File: src/logic/crs_params.svh
// register indices, field positions and reset values of the crc engine and scanner
`ifndef CRS_PARAMS_SVH
`define CRS_PARAMS_SVH

// ----------------------------------------------------------------------
// register indices (byte address is four times the index)
// ----------------------------------------------------------------------
`define CRS_IDX_DATA 14'h034e
`define CRS_IDX_OVL 14'h0352
`define CRS_IDX_CTL 14'h0356
`define CRS_IDX_POLY_LENGTH_MINUS_ONE 14'h0357
`define CRS_IDX_WORD_LENGTH_MINUS_ONE 14'h0358
`define CRS_IDX_SCAN 14'h0360
`define CRS_IDX_SCAN_CURRENT_ADDRESS 14'h0362
`define CRS_IDX_SCAN_END_ADDRESS 14'h0363

// ----------------------------------------------------------------------
// field positions
// ----------------------------------------------------------------------
`define CRS_CTL_EN 7
`define CRS_CTL_GO 6
`define CRS_CTL_BUSY 5
`define CRS_CTL_SETUP_HI 4
`define CRS_CTL_SETUP_LO 3
`define CRS_CTL_SHIFTM 1
`define CRS_CTL_FULL 0
`define CRS_SCAN_EN 7
`define CRS_SCAN_TRIG 6
`define CRS_SCAN_GO 5
`define CRS_SCAN_REGION 2
`define CRS_SCAN_BURST 1
`define CRS_SCAN_BUSY 0

// ----------------------------------------------------------------------
// overlay selections, reset values, bus answers
// ----------------------------------------------------------------------
`define CRS_OVL_SHIFT 2'h1
`define CRS_OVL_TAPS 2'h2
`define CRS_RST_REGION 1'h1
`define CRS_RST_ENDADDR 22'h3fffff
`define CRS_RESP_OKAY 2'h0
`define CRS_RESP_SLVERR 2'h2
`define CRS_FIFO_DEPTH 4

`endif

File: src/logic/crs_pkg.sv
// types shared by the crc engine and scanner
package crs_pkg;

  // ----------------------------------------------------------------------
  // scanner sequence
  // ----------------------------------------------------------------------
  typedef enum logic [1:0] {SC_IDLE, SC_REQ, SC_PUSH} crs_scan_t;

  // ----------------------------------------------------------------------
  // whole state of the top module apart from its fifo
  // ----------------------------------------------------------------------
  typedef struct packed {
    logic awHeld;
    logic [13:0] awIdx;
    logic wHeld;
    logic [31:0] wData;
    logic [3:0] wStrb;
    logic bValid;
    logic [1:0] bResp;
    logic rValid;
    logic [31:0] rData;
    logic [1:0] rResp;
    logic [31:0] dataIn;
    logic dataFull;
    logic [31:0] result;
    logic [31:0] shifter;
    logic [31:0] taps;
    logic [4:0] bitCnt;
    logic shActive;
    logic crcEn;
    logic crc_go_a;
    logic [1:0] setup;
    logic shiftRight;
    logic [4:0] polyLen;
    logic [4:0] wordLen;
    logic scanEn;
    logic scanTrig;
    logic scanGo;
    logic scanRegion;
    logic scanBurst;
    logic [21:0] curAddr;
    logic [21:0] endAddr;
    crs_scan_t scanSt;
    logic [31:0] fetched;
    logic trigS1;
    logic trigS2;
  } crs_state_t;

endpackage

File: src/logic/crs_fifo.sv
// small word fifo between the memory scanner and the crc engine
`timescale 1ns/1ps
module crs_fifo #(
  parameter int W = 32,
  parameter int D = 4
) (
  input wire logic clk_sys, // system clock
  input wire logic nrst, // async reset, active low
  input wire logic inValid, // word offered
  input wire logic [W-1:0] inData, // word to store
  output logic inReady, // room for a word
  output logic outValid, // head word present
  output logic [W-1:0] outData, // head word, from storage flops
  input wire logic outReady // head word taken
);
  localparam int AW = $clog2(D);
  typedef struct packed {
    logic [D-1:0][W-1:0] mem;
    logic [AW:0] cnt;
    logic [AW-1:0] wp;
    logic [AW-1:0] rp;
  } crs_fifo_st_t;

  crs_fifo_st_t st_ff;
  crs_fifo_st_t nxt_st;
  logic doPush;
  logic doPop;

  // honest flags: full and empty come straight from the count
  assign inReady = st_ff.cnt != (AW+1)'(D);
  assign outValid = st_ff.cnt != '0;
  assign outData = st_ff.mem[st_ff.rp];
  assign doPush = inValid && inReady;
  assign doPop = outValid && outReady;

  // pointer wrap written out so a depth that is not a power of two still works
  always_comb begin
    nxt_st = st_ff;
    if (doPush) begin
      nxt_st.mem[st_ff.wp] = inData;
      nxt_st.wp = (st_ff.wp == AW'(D-1)) ? '0 : st_ff.wp + 1'b1;
    end
    if (doPop) begin
      nxt_st.rp = (st_ff.rp == AW'(D-1)) ? '0 : st_ff.rp + 1'b1;
    end
    nxt_st.cnt = st_ff.cnt + (AW+1)'(doPush) - (AW+1)'(doPop);
  end

  // state register
  always_ff @(posedge clk_sys or negedge nrst) begin
    if (!nrst) begin
      st_ff <= '0;
    end else begin
      st_ff <= nxt_st;
    end
  end
endmodule // crs_fifo

File: src/logic/crs_crc_scanner.sv
// crc engine with memory scanner, registers on an axi4-lite slave
// How it works
// - the word length field holds the bits per data word minus one.
// - the 32-bit data input register is read/write in four bytes and resets to zero.
// - writing the top byte of the result loads its top byte, reading returns it.
// - writing the low byte of the result loads its low byte, reading returns it.
// - the shifter is visible read-only, resets to zero, top byte reads its top byte.
// - result, shifter and tap mask share one address, chosen by the overlay setting.
// - the tap mask is read/write, resets to zero, each set bit adds a feedback term.
// - scanner control bit seven enables the scanner and resets to zero.
// - scanner control bit six gates fetches with the synchronised trigger input, except in burst mode.
// - while go is set the scanner fetches whenever the engine can take a word.
// - while go is clear there are no fetches; go resets to zero.
// - bit two picks data eeprom when one, program flash when zero, reset one.
// - overlay 01 reaches the shifter, 10 the tap mask, 00 and 11 the result.
// - the polynomial length field is length minus one and limits the feedback bits.
// - hardware clears go past the end address when idle, or when crc go is low.
// - burst mode keeps the memory request high; otherwise it follows room and trigger.
//
// The AXI4-Lite slave port is this design's own decision.
`timescale 1ns/1ps
`include "crs_params.svh"
module crs_crc_scanner (
  input wire logic clk_sys, // system clock, 10 MHz
  input wire logic nrst, // async reset, active low
  input wire logic [15:0] s_axi_awaddr, // write address
  input wire logic s_axi_awvalid, // write address valid
  output logic s_axi_awready, // write address ready
  input wire logic [31:0] s_axi_wdata, // write data
  input wire logic [3:0] s_axi_wstrb, // byte strobes
  input wire logic s_axi_wvalid, // write data valid
  output logic s_axi_wready, // write data ready
  output logic [1:0] s_axi_bresp, // write response
  output logic s_axi_bvalid, // write response valid
  input wire logic s_axi_bready, // write response ready
  input wire logic [15:0] s_axi_araddr, // read address
  input wire logic s_axi_arvalid, // read address valid
  output logic s_axi_arready, // read address ready
  output logic [31:0] s_axi_rdata, // read data
  output logic [1:0] s_axi_rresp, // read response
  output logic s_axi_rvalid, // read data valid
  input wire logic s_axi_rready, // read data ready
  input wire logic scanTrigIn, // selected trigger, asynchronous
  output logic memReq, // memory request to arbiter
  output logic [21:0] memAddr, // scan address
  output logic memRegion, // 1 data eeprom, 0 program flash
  input wire logic memAck, // one-cycle grant with data
  input wire logic [31:0] memData, // fetched word
  output logic crcBusy // shifting or data pending
);

  crs_pkg::crs_state_t s_ff;
  crs_pkg::crs_state_t nxt_s;
  logic fifoInReady;
  logic fifoOutValid;
  logic [31:0] fifoOut;
  logic fifoOutReady;
  logic loadSlot;
  logic doWrite;
  logic trigOk;

  // ----------------------------------------------------------------------
  // helpers
  // ----------------------------------------------------------------------

  // byte-lane merge for the data, overlay and address words; control and length registers take byte 0 only
  function automatic logic [31:0] wMerge(input logic [31:0] old, input logic [31:0] d, input logic [3:0] st);
    logic [31:0] r;
    r = old;
    for (int i = 0; i < 4; i++) begin
      if (st[i]) begin
        r[i*8 +: 8] = d[i*8 +: 8];
      end
    end
    return r;
  endfunction

  // ones in bits 0..len
  function automatic logic [31:0] lenMask(input logic [4:0] len);
    return 32'hffffffff >> (5'h1f - len);
  endfunction

  function automatic logic isMapped(input logic [13:0] idx);
    return idx == `CRS_IDX_DATA || idx == `CRS_IDX_OVL || idx == `CRS_IDX_CTL || idx == `CRS_IDX_POLY_LENGTH_MINUS_ONE
      || idx == `CRS_IDX_WORD_LENGTH_MINUS_ONE || idx == `CRS_IDX_SCAN || idx == `CRS_IDX_SCAN_CURRENT_ADDRESS || idx == `CRS_IDX_SCAN_END_ADDRESS;
  endfunction

  // read mux; the overlay view is picked in the same cycle as the address
  function automatic logic [31:0] rdMux(input logic [13:0] idx, input crs_pkg::crs_state_t v);
    logic [31:0] r;
    r = 32'h0;
    case (idx)
      `CRS_IDX_DATA: r = v.dataIn;
      `CRS_IDX_OVL: begin
        case (v.setup)
          `CRS_OVL_SHIFT: r = v.shifter;
          `CRS_OVL_TAPS: r = v.taps;
          default: r = v.result;
        endcase
      end
      `CRS_IDX_CTL: begin
        r[`CRS_CTL_EN] = v.crcEn;
        r[`CRS_CTL_GO] = v.crc_go_a;
        r[`CRS_CTL_BUSY] = v.shActive || v.dataFull;
        r[`CRS_CTL_SETUP_HI:`CRS_CTL_SETUP_LO] = v.setup;
        r[`CRS_CTL_SHIFTM] = v.shiftRight;
        r[`CRS_CTL_FULL] = v.dataFull;
      end
      `CRS_IDX_POLY_LENGTH_MINUS_ONE: r[4:0] = v.polyLen;
      `CRS_IDX_WORD_LENGTH_MINUS_ONE: r[4:0] = v.wordLen;
      `CRS_IDX_SCAN: begin
        r[`CRS_SCAN_EN] = v.scanEn;
        r[`CRS_SCAN_TRIG] = v.scanTrig;
        r[`CRS_SCAN_GO] = v.scanGo;
        r[`CRS_SCAN_REGION] = v.scanRegion;
        r[`CRS_SCAN_BURST] = v.scanBurst;
        r[`CRS_SCAN_BUSY] = v.scanSt != crs_pkg::SC_IDLE;
      end
      `CRS_IDX_SCAN_CURRENT_ADDRESS: r[21:0] = v.curAddr;
      `CRS_IDX_SCAN_END_ADDRESS: r[21:0] = v.endAddr;
      default: r = 32'h0;
    endcase
    return r;
  endfunction

  // ----------------------------------------------------------------------
  // port drives
  // ----------------------------------------------------------------------

  // a new write is held off until the previous answer is taken
  assign s_axi_awready = !s_ff.awHeld;
  assign s_axi_wready = !s_ff.wHeld;
  assign s_axi_bvalid = s_ff.bValid;
  assign s_axi_bresp = s_ff.bResp;
  assign s_axi_arready = !s_ff.rValid;
  assign s_axi_rvalid = s_ff.rValid;
  assign s_axi_rdata = s_ff.rData;
  assign s_axi_rresp = s_ff.rResp;
  assign memReq = s_ff.scanGo && s_ff.scanEn && (s_ff.scanBurst || s_ff.scanSt == crs_pkg::SC_REQ);
  assign memAddr = s_ff.curAddr;
  assign memRegion = s_ff.scanRegion;
  assign crcBusy = s_ff.shActive || s_ff.dataFull;
  assign doWrite = s_ff.awHeld && s_ff.wHeld && !s_ff.bValid;
  assign loadSlot = s_ff.crcEn && s_ff.crc_go_a && !s_ff.shActive;
  assign fifoOutReady = loadSlot && !s_ff.dataFull;
  assign trigOk = !s_ff.scanTrig || s_ff.trigS2;

  // fetched words queue here; its room is the scanner's view of crc readiness
  crs_fifo #(.W(32), .D(`CRS_FIFO_DEPTH)) u_fifo (
    .clk_sys(clk_sys),
    .nrst(nrst),
    .inValid(s_ff.scanSt == crs_pkg::SC_PUSH),
    .inData(s_ff.fetched),
    .inReady(fifoInReady),
    .outValid(fifoOutValid),
    .outData(fifoOut),
    .outReady(fifoOutReady)
  );

  // ----------------------------------------------------------------------
  // next state
  // ----------------------------------------------------------------------
  always_comb begin
    logic dBit;
    logic fb;
    dBit = 1'b0;
    fb = 1'b0;
    nxt_s = s_ff;
    // trigger synchroniser, second stage is the only reader of the first
    nxt_s.trigS1 = scanTrigIn;
    nxt_s.trigS2 = s_ff.trigS1;

    // engine: load a word, register copy first, then the fifo
    if (loadSlot && (s_ff.dataFull || fifoOutValid)) begin
      nxt_s.shifter = s_ff.dataFull ? s_ff.dataIn : fifoOut;
      nxt_s.dataFull = 1'b0;
      nxt_s.bitCnt = s_ff.wordLen;
      nxt_s.shActive = 1'b1;
    end else if (s_ff.shActive && s_ff.crcEn && s_ff.crc_go_a) begin
      dBit = s_ff.shiftRight ? s_ff.shifter[0] : s_ff.shifter[s_ff.wordLen];
      if (s_ff.shiftRight) begin
        fb = dBit ^ s_ff.result[0];
        nxt_s.result = ((s_ff.result >> 1) ^ (fb ? s_ff.taps : 32'h0)) & lenMask(s_ff.polyLen);
        nxt_s.shifter = s_ff.shifter >> 1;
      end else begin
        fb = dBit ^ s_ff.result[s_ff.polyLen];
        nxt_s.result = ((s_ff.result << 1) ^ (fb ? s_ff.taps : 32'h0)) & lenMask(s_ff.polyLen);
        nxt_s.shifter = s_ff.shifter << 1;
      end
      nxt_s.bitCnt = s_ff.bitCnt - 5'h1;
      nxt_s.shActive = s_ff.bitCnt != 5'h0;
    end

    // scanner sequence
    case (s_ff.scanSt)
      crs_pkg::SC_IDLE: begin
        if (s_ff.scanGo && s_ff.scanEn && s_ff.crc_go_a && s_ff.curAddr <= s_ff.endAddr
            && (s_ff.scanBurst || (fifoInReady && trigOk))) begin
          nxt_s.scanSt = crs_pkg::SC_REQ;
        end
      end
      crs_pkg::SC_REQ: begin
        if (!s_ff.scanGo || !s_ff.scanEn) begin
          nxt_s.scanSt = crs_pkg::SC_IDLE;
        end else if (memAck) begin
          nxt_s.fetched = memData;
          nxt_s.curAddr = s_ff.curAddr + 22'h1;
          nxt_s.scanSt = crs_pkg::SC_PUSH;
        end
      end
      crs_pkg::SC_PUSH: begin
        if (fifoInReady) begin
          nxt_s.scanSt = crs_pkg::SC_IDLE;
        end
      end
      default: nxt_s.scanSt = crs_pkg::SC_IDLE;
    endcase
    // hardware clear of go, past the end only between data cycles, at once when crc go is low
    if ((s_ff.curAddr > s_ff.endAddr && s_ff.scanSt == crs_pkg::SC_IDLE) || !s_ff.crc_go_a) begin
      nxt_s.scanGo = 1'b0;
    end

    // bus write channels, taken in either order
    if (s_axi_awvalid && s_axi_awready) begin
      nxt_s.awHeld = 1'b1;
      nxt_s.awIdx = s_axi_awaddr[15:2];
    end
    if (s_axi_wvalid && s_axi_wready) begin
      nxt_s.wHeld = 1'b1;
      nxt_s.wData = s_axi_wdata;
      nxt_s.wStrb = s_axi_wstrb;
    end
    if (s_ff.bValid && s_axi_bready) begin
      nxt_s.bValid = 1'b0;
    end
    // software writes come after hardware updates so a new value is never lost
    if (doWrite) begin
      nxt_s.awHeld = 1'b0;
      nxt_s.wHeld = 1'b0;
      nxt_s.bValid = 1'b1;
      nxt_s.bResp = isMapped(s_ff.awIdx) ? `CRS_RESP_OKAY : `CRS_RESP_SLVERR;
      case (s_ff.awIdx)
        `CRS_IDX_DATA: begin
          nxt_s.dataIn = wMerge(s_ff.dataIn, s_ff.wData, s_ff.wStrb);
          nxt_s.dataFull = nxt_s.dataFull || s_ff.wStrb != 4'h0;
        end
        `CRS_IDX_OVL: begin
          case (s_ff.setup)
            `CRS_OVL_SHIFT: nxt_s.shifter = nxt_s.shifter;
            `CRS_OVL_TAPS: nxt_s.taps = wMerge(s_ff.taps, s_ff.wData, s_ff.wStrb);
            default: nxt_s.result = wMerge(nxt_s.result, s_ff.wData, s_ff.wStrb);
          endcase
        end
        `CRS_IDX_CTL: begin
          if (s_ff.wStrb[0]) begin
            nxt_s.crcEn = s_ff.wData[`CRS_CTL_EN];
            nxt_s.crc_go_a = s_ff.wData[`CRS_CTL_GO];
            nxt_s.setup = s_ff.wData[`CRS_CTL_SETUP_HI:`CRS_CTL_SETUP_LO];
            nxt_s.shiftRight = s_ff.wData[`CRS_CTL_SHIFTM];
          end
        end
        `CRS_IDX_POLY_LENGTH_MINUS_ONE: begin
          if (s_ff.wStrb[0]) begin
            nxt_s.polyLen = s_ff.wData[4:0];
          end
        end
        `CRS_IDX_WORD_LENGTH_MINUS_ONE: begin
          if (s_ff.wStrb[0]) begin
            nxt_s.wordLen = s_ff.wData[4:0];
          end
        end
        `CRS_IDX_SCAN: begin
          if (s_ff.wStrb[0]) begin
            nxt_s.scanEn = s_ff.wData[`CRS_SCAN_EN];
            nxt_s.scanTrig = s_ff.wData[`CRS_SCAN_TRIG];
            nxt_s.scanGo = s_ff.wData[`CRS_SCAN_GO];
            nxt_s.scanRegion = s_ff.wData[`CRS_SCAN_REGION];
            nxt_s.scanBurst = s_ff.wData[`CRS_SCAN_BURST];
          end
        end
        // address words ignore bus writes while a scan runs
        `CRS_IDX_SCAN_CURRENT_ADDRESS: begin
          if (!s_ff.scanGo) begin
            nxt_s.curAddr = 22'(wMerge({10'h0, s_ff.curAddr}, s_ff.wData, s_ff.wStrb));
          end
        end
        `CRS_IDX_SCAN_END_ADDRESS: begin
          if (!s_ff.scanGo) begin
            nxt_s.endAddr = 22'(wMerge({10'h0, s_ff.endAddr}, s_ff.wData, s_ff.wStrb));
          end
        end
        default: nxt_s.bResp = `CRS_RESP_SLVERR;
      endcase
    end

    // bus read: a pure view, nothing in the engine moves because of it
    if (s_axi_arvalid && s_axi_arready) begin
      nxt_s.rValid = 1'b1;
      nxt_s.rData = rdMux(s_axi_araddr[15:2], s_ff);
      nxt_s.rResp = isMapped(s_axi_araddr[15:2]) ? `CRS_RESP_OKAY : `CRS_RESP_SLVERR;
    end else if (s_ff.rValid && s_axi_rready) begin
      nxt_s.rValid = 1'b0;
    end
  end

  // state register, constants only under reset
  always_ff @(posedge clk_sys or negedge nrst) begin
    if (!nrst) begin
      s_ff <= '0;
      s_ff.scanRegion <= `CRS_RST_REGION;
      s_ff.endAddr <= `CRS_RST_ENDADDR;
    end else begin
      s_ff <= nxt_s;
    end
  end
endmodule // crs_crc_scanner

File: config.mk
export PLATFORM = sky130hd
export DESIGN_NAME = crs_crc_scanner
export DESIGN_NICKNAME = d
export VERILOG_FILES = /design/src/logic/crs_pkg.sv /design/src/logic/crs_fifo.sv /design/src/logic/crs_crc_scanner.sv
export VERILOG_INCLUDE_DIRS = /design/src /design/src/logic
export SDC_FILE = /design/constraint.sdc
export NUM_CORES = 1
export LEC_CHECK = 0
export BUFFER_PORTS_ARGS = -buffer_cell sky130_fd_sc_hd__buf_2
export CORE_MARGIN = 4
export CORE_UTILIZATION = 43
export DETAILED_ROUTE_END_ITERATION = 6
export PLACE_DENSITY = 0.72
export SLEW_MARGIN = 40
export SYNTH_ARGS = -nofsm -noshare
export SYNTH_HDL_FRONTEND = slang
export SYNTH_SLANG_ARGS = --single-unit
File: constraint.sdc
create_clock -name clk_sys -period 2.57 [get_ports clk_sys]
set_input_delay 0.257 -clock clk_sys [delete_from_list [all_inputs] [get_ports clk_sys]]
set_output_delay 0.257 -clock clk_sys [all_outputs]
set_load 0.05 [all_outputs]
==> results_dict.tcl <==
set metrics [dict create \
    cp_top_family "compound AO/OA/AOI/OAI gates" \
    placement.cell_area_mm2 0.02678 \
    synth_area_leader_cell "dfrtp_1" \
    unique_cell_type_count_in_the_yosys_netlist 76 \
    grt_start_max_net_pins 76 \
    drt-total-wl_mm 78.30 \
    clk_transition_reported_paths_ps 70 \
    nets 2732 \
    power.combinational.fraction_pct 10.8 \
    relative_contribution_of_sequential_cells_to_total_power_pct 48.1 \
    worstHoldPathType "input pin to register" \
    clkLatencyLatePin_ps 610 \
    netSwitchingFraction_pct 29.65 \
    power.leakage_nw 13.47 \
    vias_per_cell 5.919 \
    worst_slew_margin_rel_pct 45.51 \
    track_usage_pct 25.64 \
    cp.buffers_inverters 2 \
    ctsLongestPathBuffers 3 \
    drt_pass1_iterations 7 \
    worstMarginPinSlew_ps 817.3 \
    cts_inserted_buffers 49 \
    grt_overflow 0 \
    worst-endpoint-required_ps 3050 \
    fp.dieArea_mm2 0.06002 \
    startpoint "s_ff[87]$_DFFE_PN0P_" \
    avg_inst_size_synth_um2 10.74 \
    fmaxAchievable_mhz 356.5 \
    netlist_area_mm2 0.02415 \
    synthDominantCellAreaShare_pct 45.08 \
    clock_tree.htree_level_count 2 \
    layout_worst_path_cycle_share_pct 109.2 \
    synthTopCellsByCount "dfrtp_1, nand2_1, mux2_2" \
    power.density_cell_area_mw_per_mm2 622.7 \
    drive_above_1_share_pct 33.89 \
    finalMaxSlewViolations 0 \
    crit-reg2reg-capture "s_ff[185]$_DFF_PN0_" \
    tns_ps -3917 \
    place_congestion 0.9665 \
    cts.sinks 458 \
    synthToLayoutAreaGrowth_pct 23.42 \
    dpl_worst_slack_ps -424.0 \
    num_antenna_cells 0 \
    vdd_ir_drop_max_v 0.0005053 \
    share_clk_of_total_power_pct 41.0 \
    dr.first_iter.drc_count 2475 \
    cpMostUsedCell "o211ai_1" \
    netSwitchingPower_mw 5.504 \
    unrepaired_setup_endpoints_after_global_routing "yes" \
    initial_utilization_pct 43.66 \
    avgRoutedWirePerCell_um 23.19 \
    synthesis.instances 2249 \
    placement_rows 86 \
    tritoncts "built" \
    drt.antenna.violating_nets 0 \
    ctsRootBufferMaster "clkbuf_16" \
    finish.utilization_pct 53.89 \
    cp.depth 10 \
    critical-path-slowest-cell "mux4_2" \
    synth.area.top_cells "dfrtp_1, mux2_2, nand2_1" \
    failed_checks "DRC, setup timing" \
    cp-endpoint "s_ff[185]$_DFF_PN0_" \
    synth_async_sr_flop_share_pct 100.0 \
    chipWidth_um 245.0 \
    internal_reg_to_reg_setup_slack_ps -240 \
    crit_path_max_incr_delay_ps 520 \
    fp.coreArea_mm2 0.05531 \
    reg2reg_from "s_ff[87]$_DFFE_PN0P_" \
    final_period_demand_of_the_worst_path_ps 2805 \
    fin_worst_setup_slack_ps -235.4 \
    ys.warnings.count 0 \
    finalClockSkew_ps 18.36 \
    yosys_most_used_dff "dfrtp_1" \
    cap_violations 0 \
    post-synth-top-count-cell "dfrtp_1" \
    via_count 19988 \
    grt_antenna_before_repair 2 \
    rr_worst_depth 10 \
    synth.ff_latch_count 458 \
    power.internal_mw 13.06 \
    floorplan.io_pins 175 \
    first_global_vias 20058 \
    path_class "register to register" \
    cp-start-kind "register" \
    post_synth_edffs 0 \
    outcome "finished, violations left" \
    category_of_the_worst_setup_path_capture_point "register" \
    port_buffers 168 \
    worstPathArrival_ps 3280 \
    drc_violations_left 4 \
    synth_seq_area_share_pct 47.58 \
    setup_violations 32 \
    finish.instance_area_mm2 0.02981 \
    hpwlAfterDp_mm 55.20 \
    global_route_wire_length_before_repair_mm 119.9 \
    critPathMaxFanout 6 \
    crit_chain "mux4_2 -> o211ai_1 -> o311ai_4 -> o21ai_2 -> buf_6 -> xor2_4 -> buf_6 -> mux2_4 -> o211ai_1 -> o211ai_1" \
    die_height_um 245.0 \
    timing.final.hold_violations 0 \
]
==> power by group through the flow <==
stage / Sequential [mW] / Combinational [mW] / Clock (mW)
finish: 8.93 / 2.01 / 7.62
global route: 8.92 / 2.16 / 8.01
CTS: 8.83 / 1.96 / 7.71
detailed placement: 8.97 / 1.84 / 0
global placement: 8.94 / 1.80 / 0
floorplan: 8.24 / 1.28 / 0
==> state kept, by name, summed over array words and instances (netlist names) <==
register and flops:
s_axi_rdata 32, memRegion 1, s_axi_bresp 1, nxt_s 1, memAddr 22, s_axi_bvalid 1
s_axi_rvalid 1, u_fifo.st_ff 135, s_axi_rresp 1, s_ff 263
==> placed cells by master, fill, tap and decap left out, drive strengths merged, types with 8 or more instances in the layout <==
master       instances
nand4               21
buf                398
mux2               265
a21oi               45
xor2                34
or3                  9
o311ai              11
and3                21
mux2i               84
nand2              330
a221oi              12
clkbuf              65
dlygate4sd3         89
nor2b               11
a211oi              24
a21o                11
ha                  34
o21ai              119
mux4                44
o221ai              35
nor3                20
inv                 51
nand3               80
clkinv              16
a31oi                8
a22o                16
dfrtp              435
a22oi               40
and2                 8
a222oi              19
dfstp               23
xnor2               14
o211ai              14
nor2               123
==> worst min-delay path, delay by kind of cell <==
| kind | cells | cell delay [ps] |
|---|---|---|
| and+or+nand+nor | 3 | 300 |
| buffers and inverters | 1 | 110 |
| AOI/OAI and AO/OA | 1 | 70 |
==> cell type report <==
class / count / area, um2
Fill cell: 4775 / 25500
Multi-Input combinational cell: 1544 / 11770
Sequential cell: 458 / 11500
Timing Repair Buffer: 488 / 3696
Clock buffer: 64 / 1373
Tap cell: 748 / 935.9
Clock inverter: 28 / 351.6
Inverter: 47 / 176.4
==> stage by stage <==
step | instances | power, mW | hold slack [ps]
floorplan | 2250 | 9.519 | -38.59
global placement | 3183 | 10.74 | 272.7
detailed placement | 3183 | 10.81 | 277.4
CTS | 3372 | 18.51 | 153.7
global route | 3377 | 19.09 | 218.4
finish | 3377 | 18.56 | 176.5
==> kinds of logic after synthesis <==
group | count (synthesis) | synth area share [%]
adders and majority gates | 35 | 1.844
xor gates and xnor gates | 48 | 1.772
buffers and inverters | 248 | 4.932
and+or+nand+nor | 665 | 12.30
AOI/OAI and AO/OA | 401 | 11.62
DFF | 458 | 47.58
other | 1 | 0.01553
muxes | 393 | 19.94
==> repair_timing <==
item	4_1_cts	5_1_grt
endpoints found under the setup margin	33	51
buffers inserted	8	4
hold endpoints to repair	147	0
hold buffers	89	0
gates cloned	0	1
pin swaps	11	22
resized for setup	32	39
==> how the worst min path moves through the flow <==
| stage | from | to | slack (ps) | cells after the start |
|---|---|---|---|---|
| after floorplan | nrst | memAddr[0]$_DFFE_PN0P_ | -40 | 0 |
| after global placement | nrst | u_fifo.st_ff[96]$_DFFE_PN0P_ | 270 | 1 |
| after detailed placement | nrst | u_fifo.st_ff[96]$_DFFE_PN0P_ | 280 | 1 |
| after CTS | s_axi_araddr[2] | s_axi_rdata[6]$_DFFE_PN0P_ | 150 | 5 |
| after global routing | s_axi_araddr[2] | s_axi_rdata[6]$_DFFE_PN0P_ | 220 | 5 |
| final | s_axi_araddr[2] | s_axi_rdata[5]$_DFFE_PN0P_ | 180 | 5 |
==> layer usage <==
metal | vias up | GRT usage, % | share of wire, %
met3 | 259 | 4.719 | 8.0
met2 | 976 | 40.45 | 46
li1 | 8818 | - | -
met5 | - | 0 | 0.017
met4 | 2 | 14.01 | 6.3
met1 | 9933 | 33.66 | 40
Note: power is estimated with default switching activity, not from simulation.
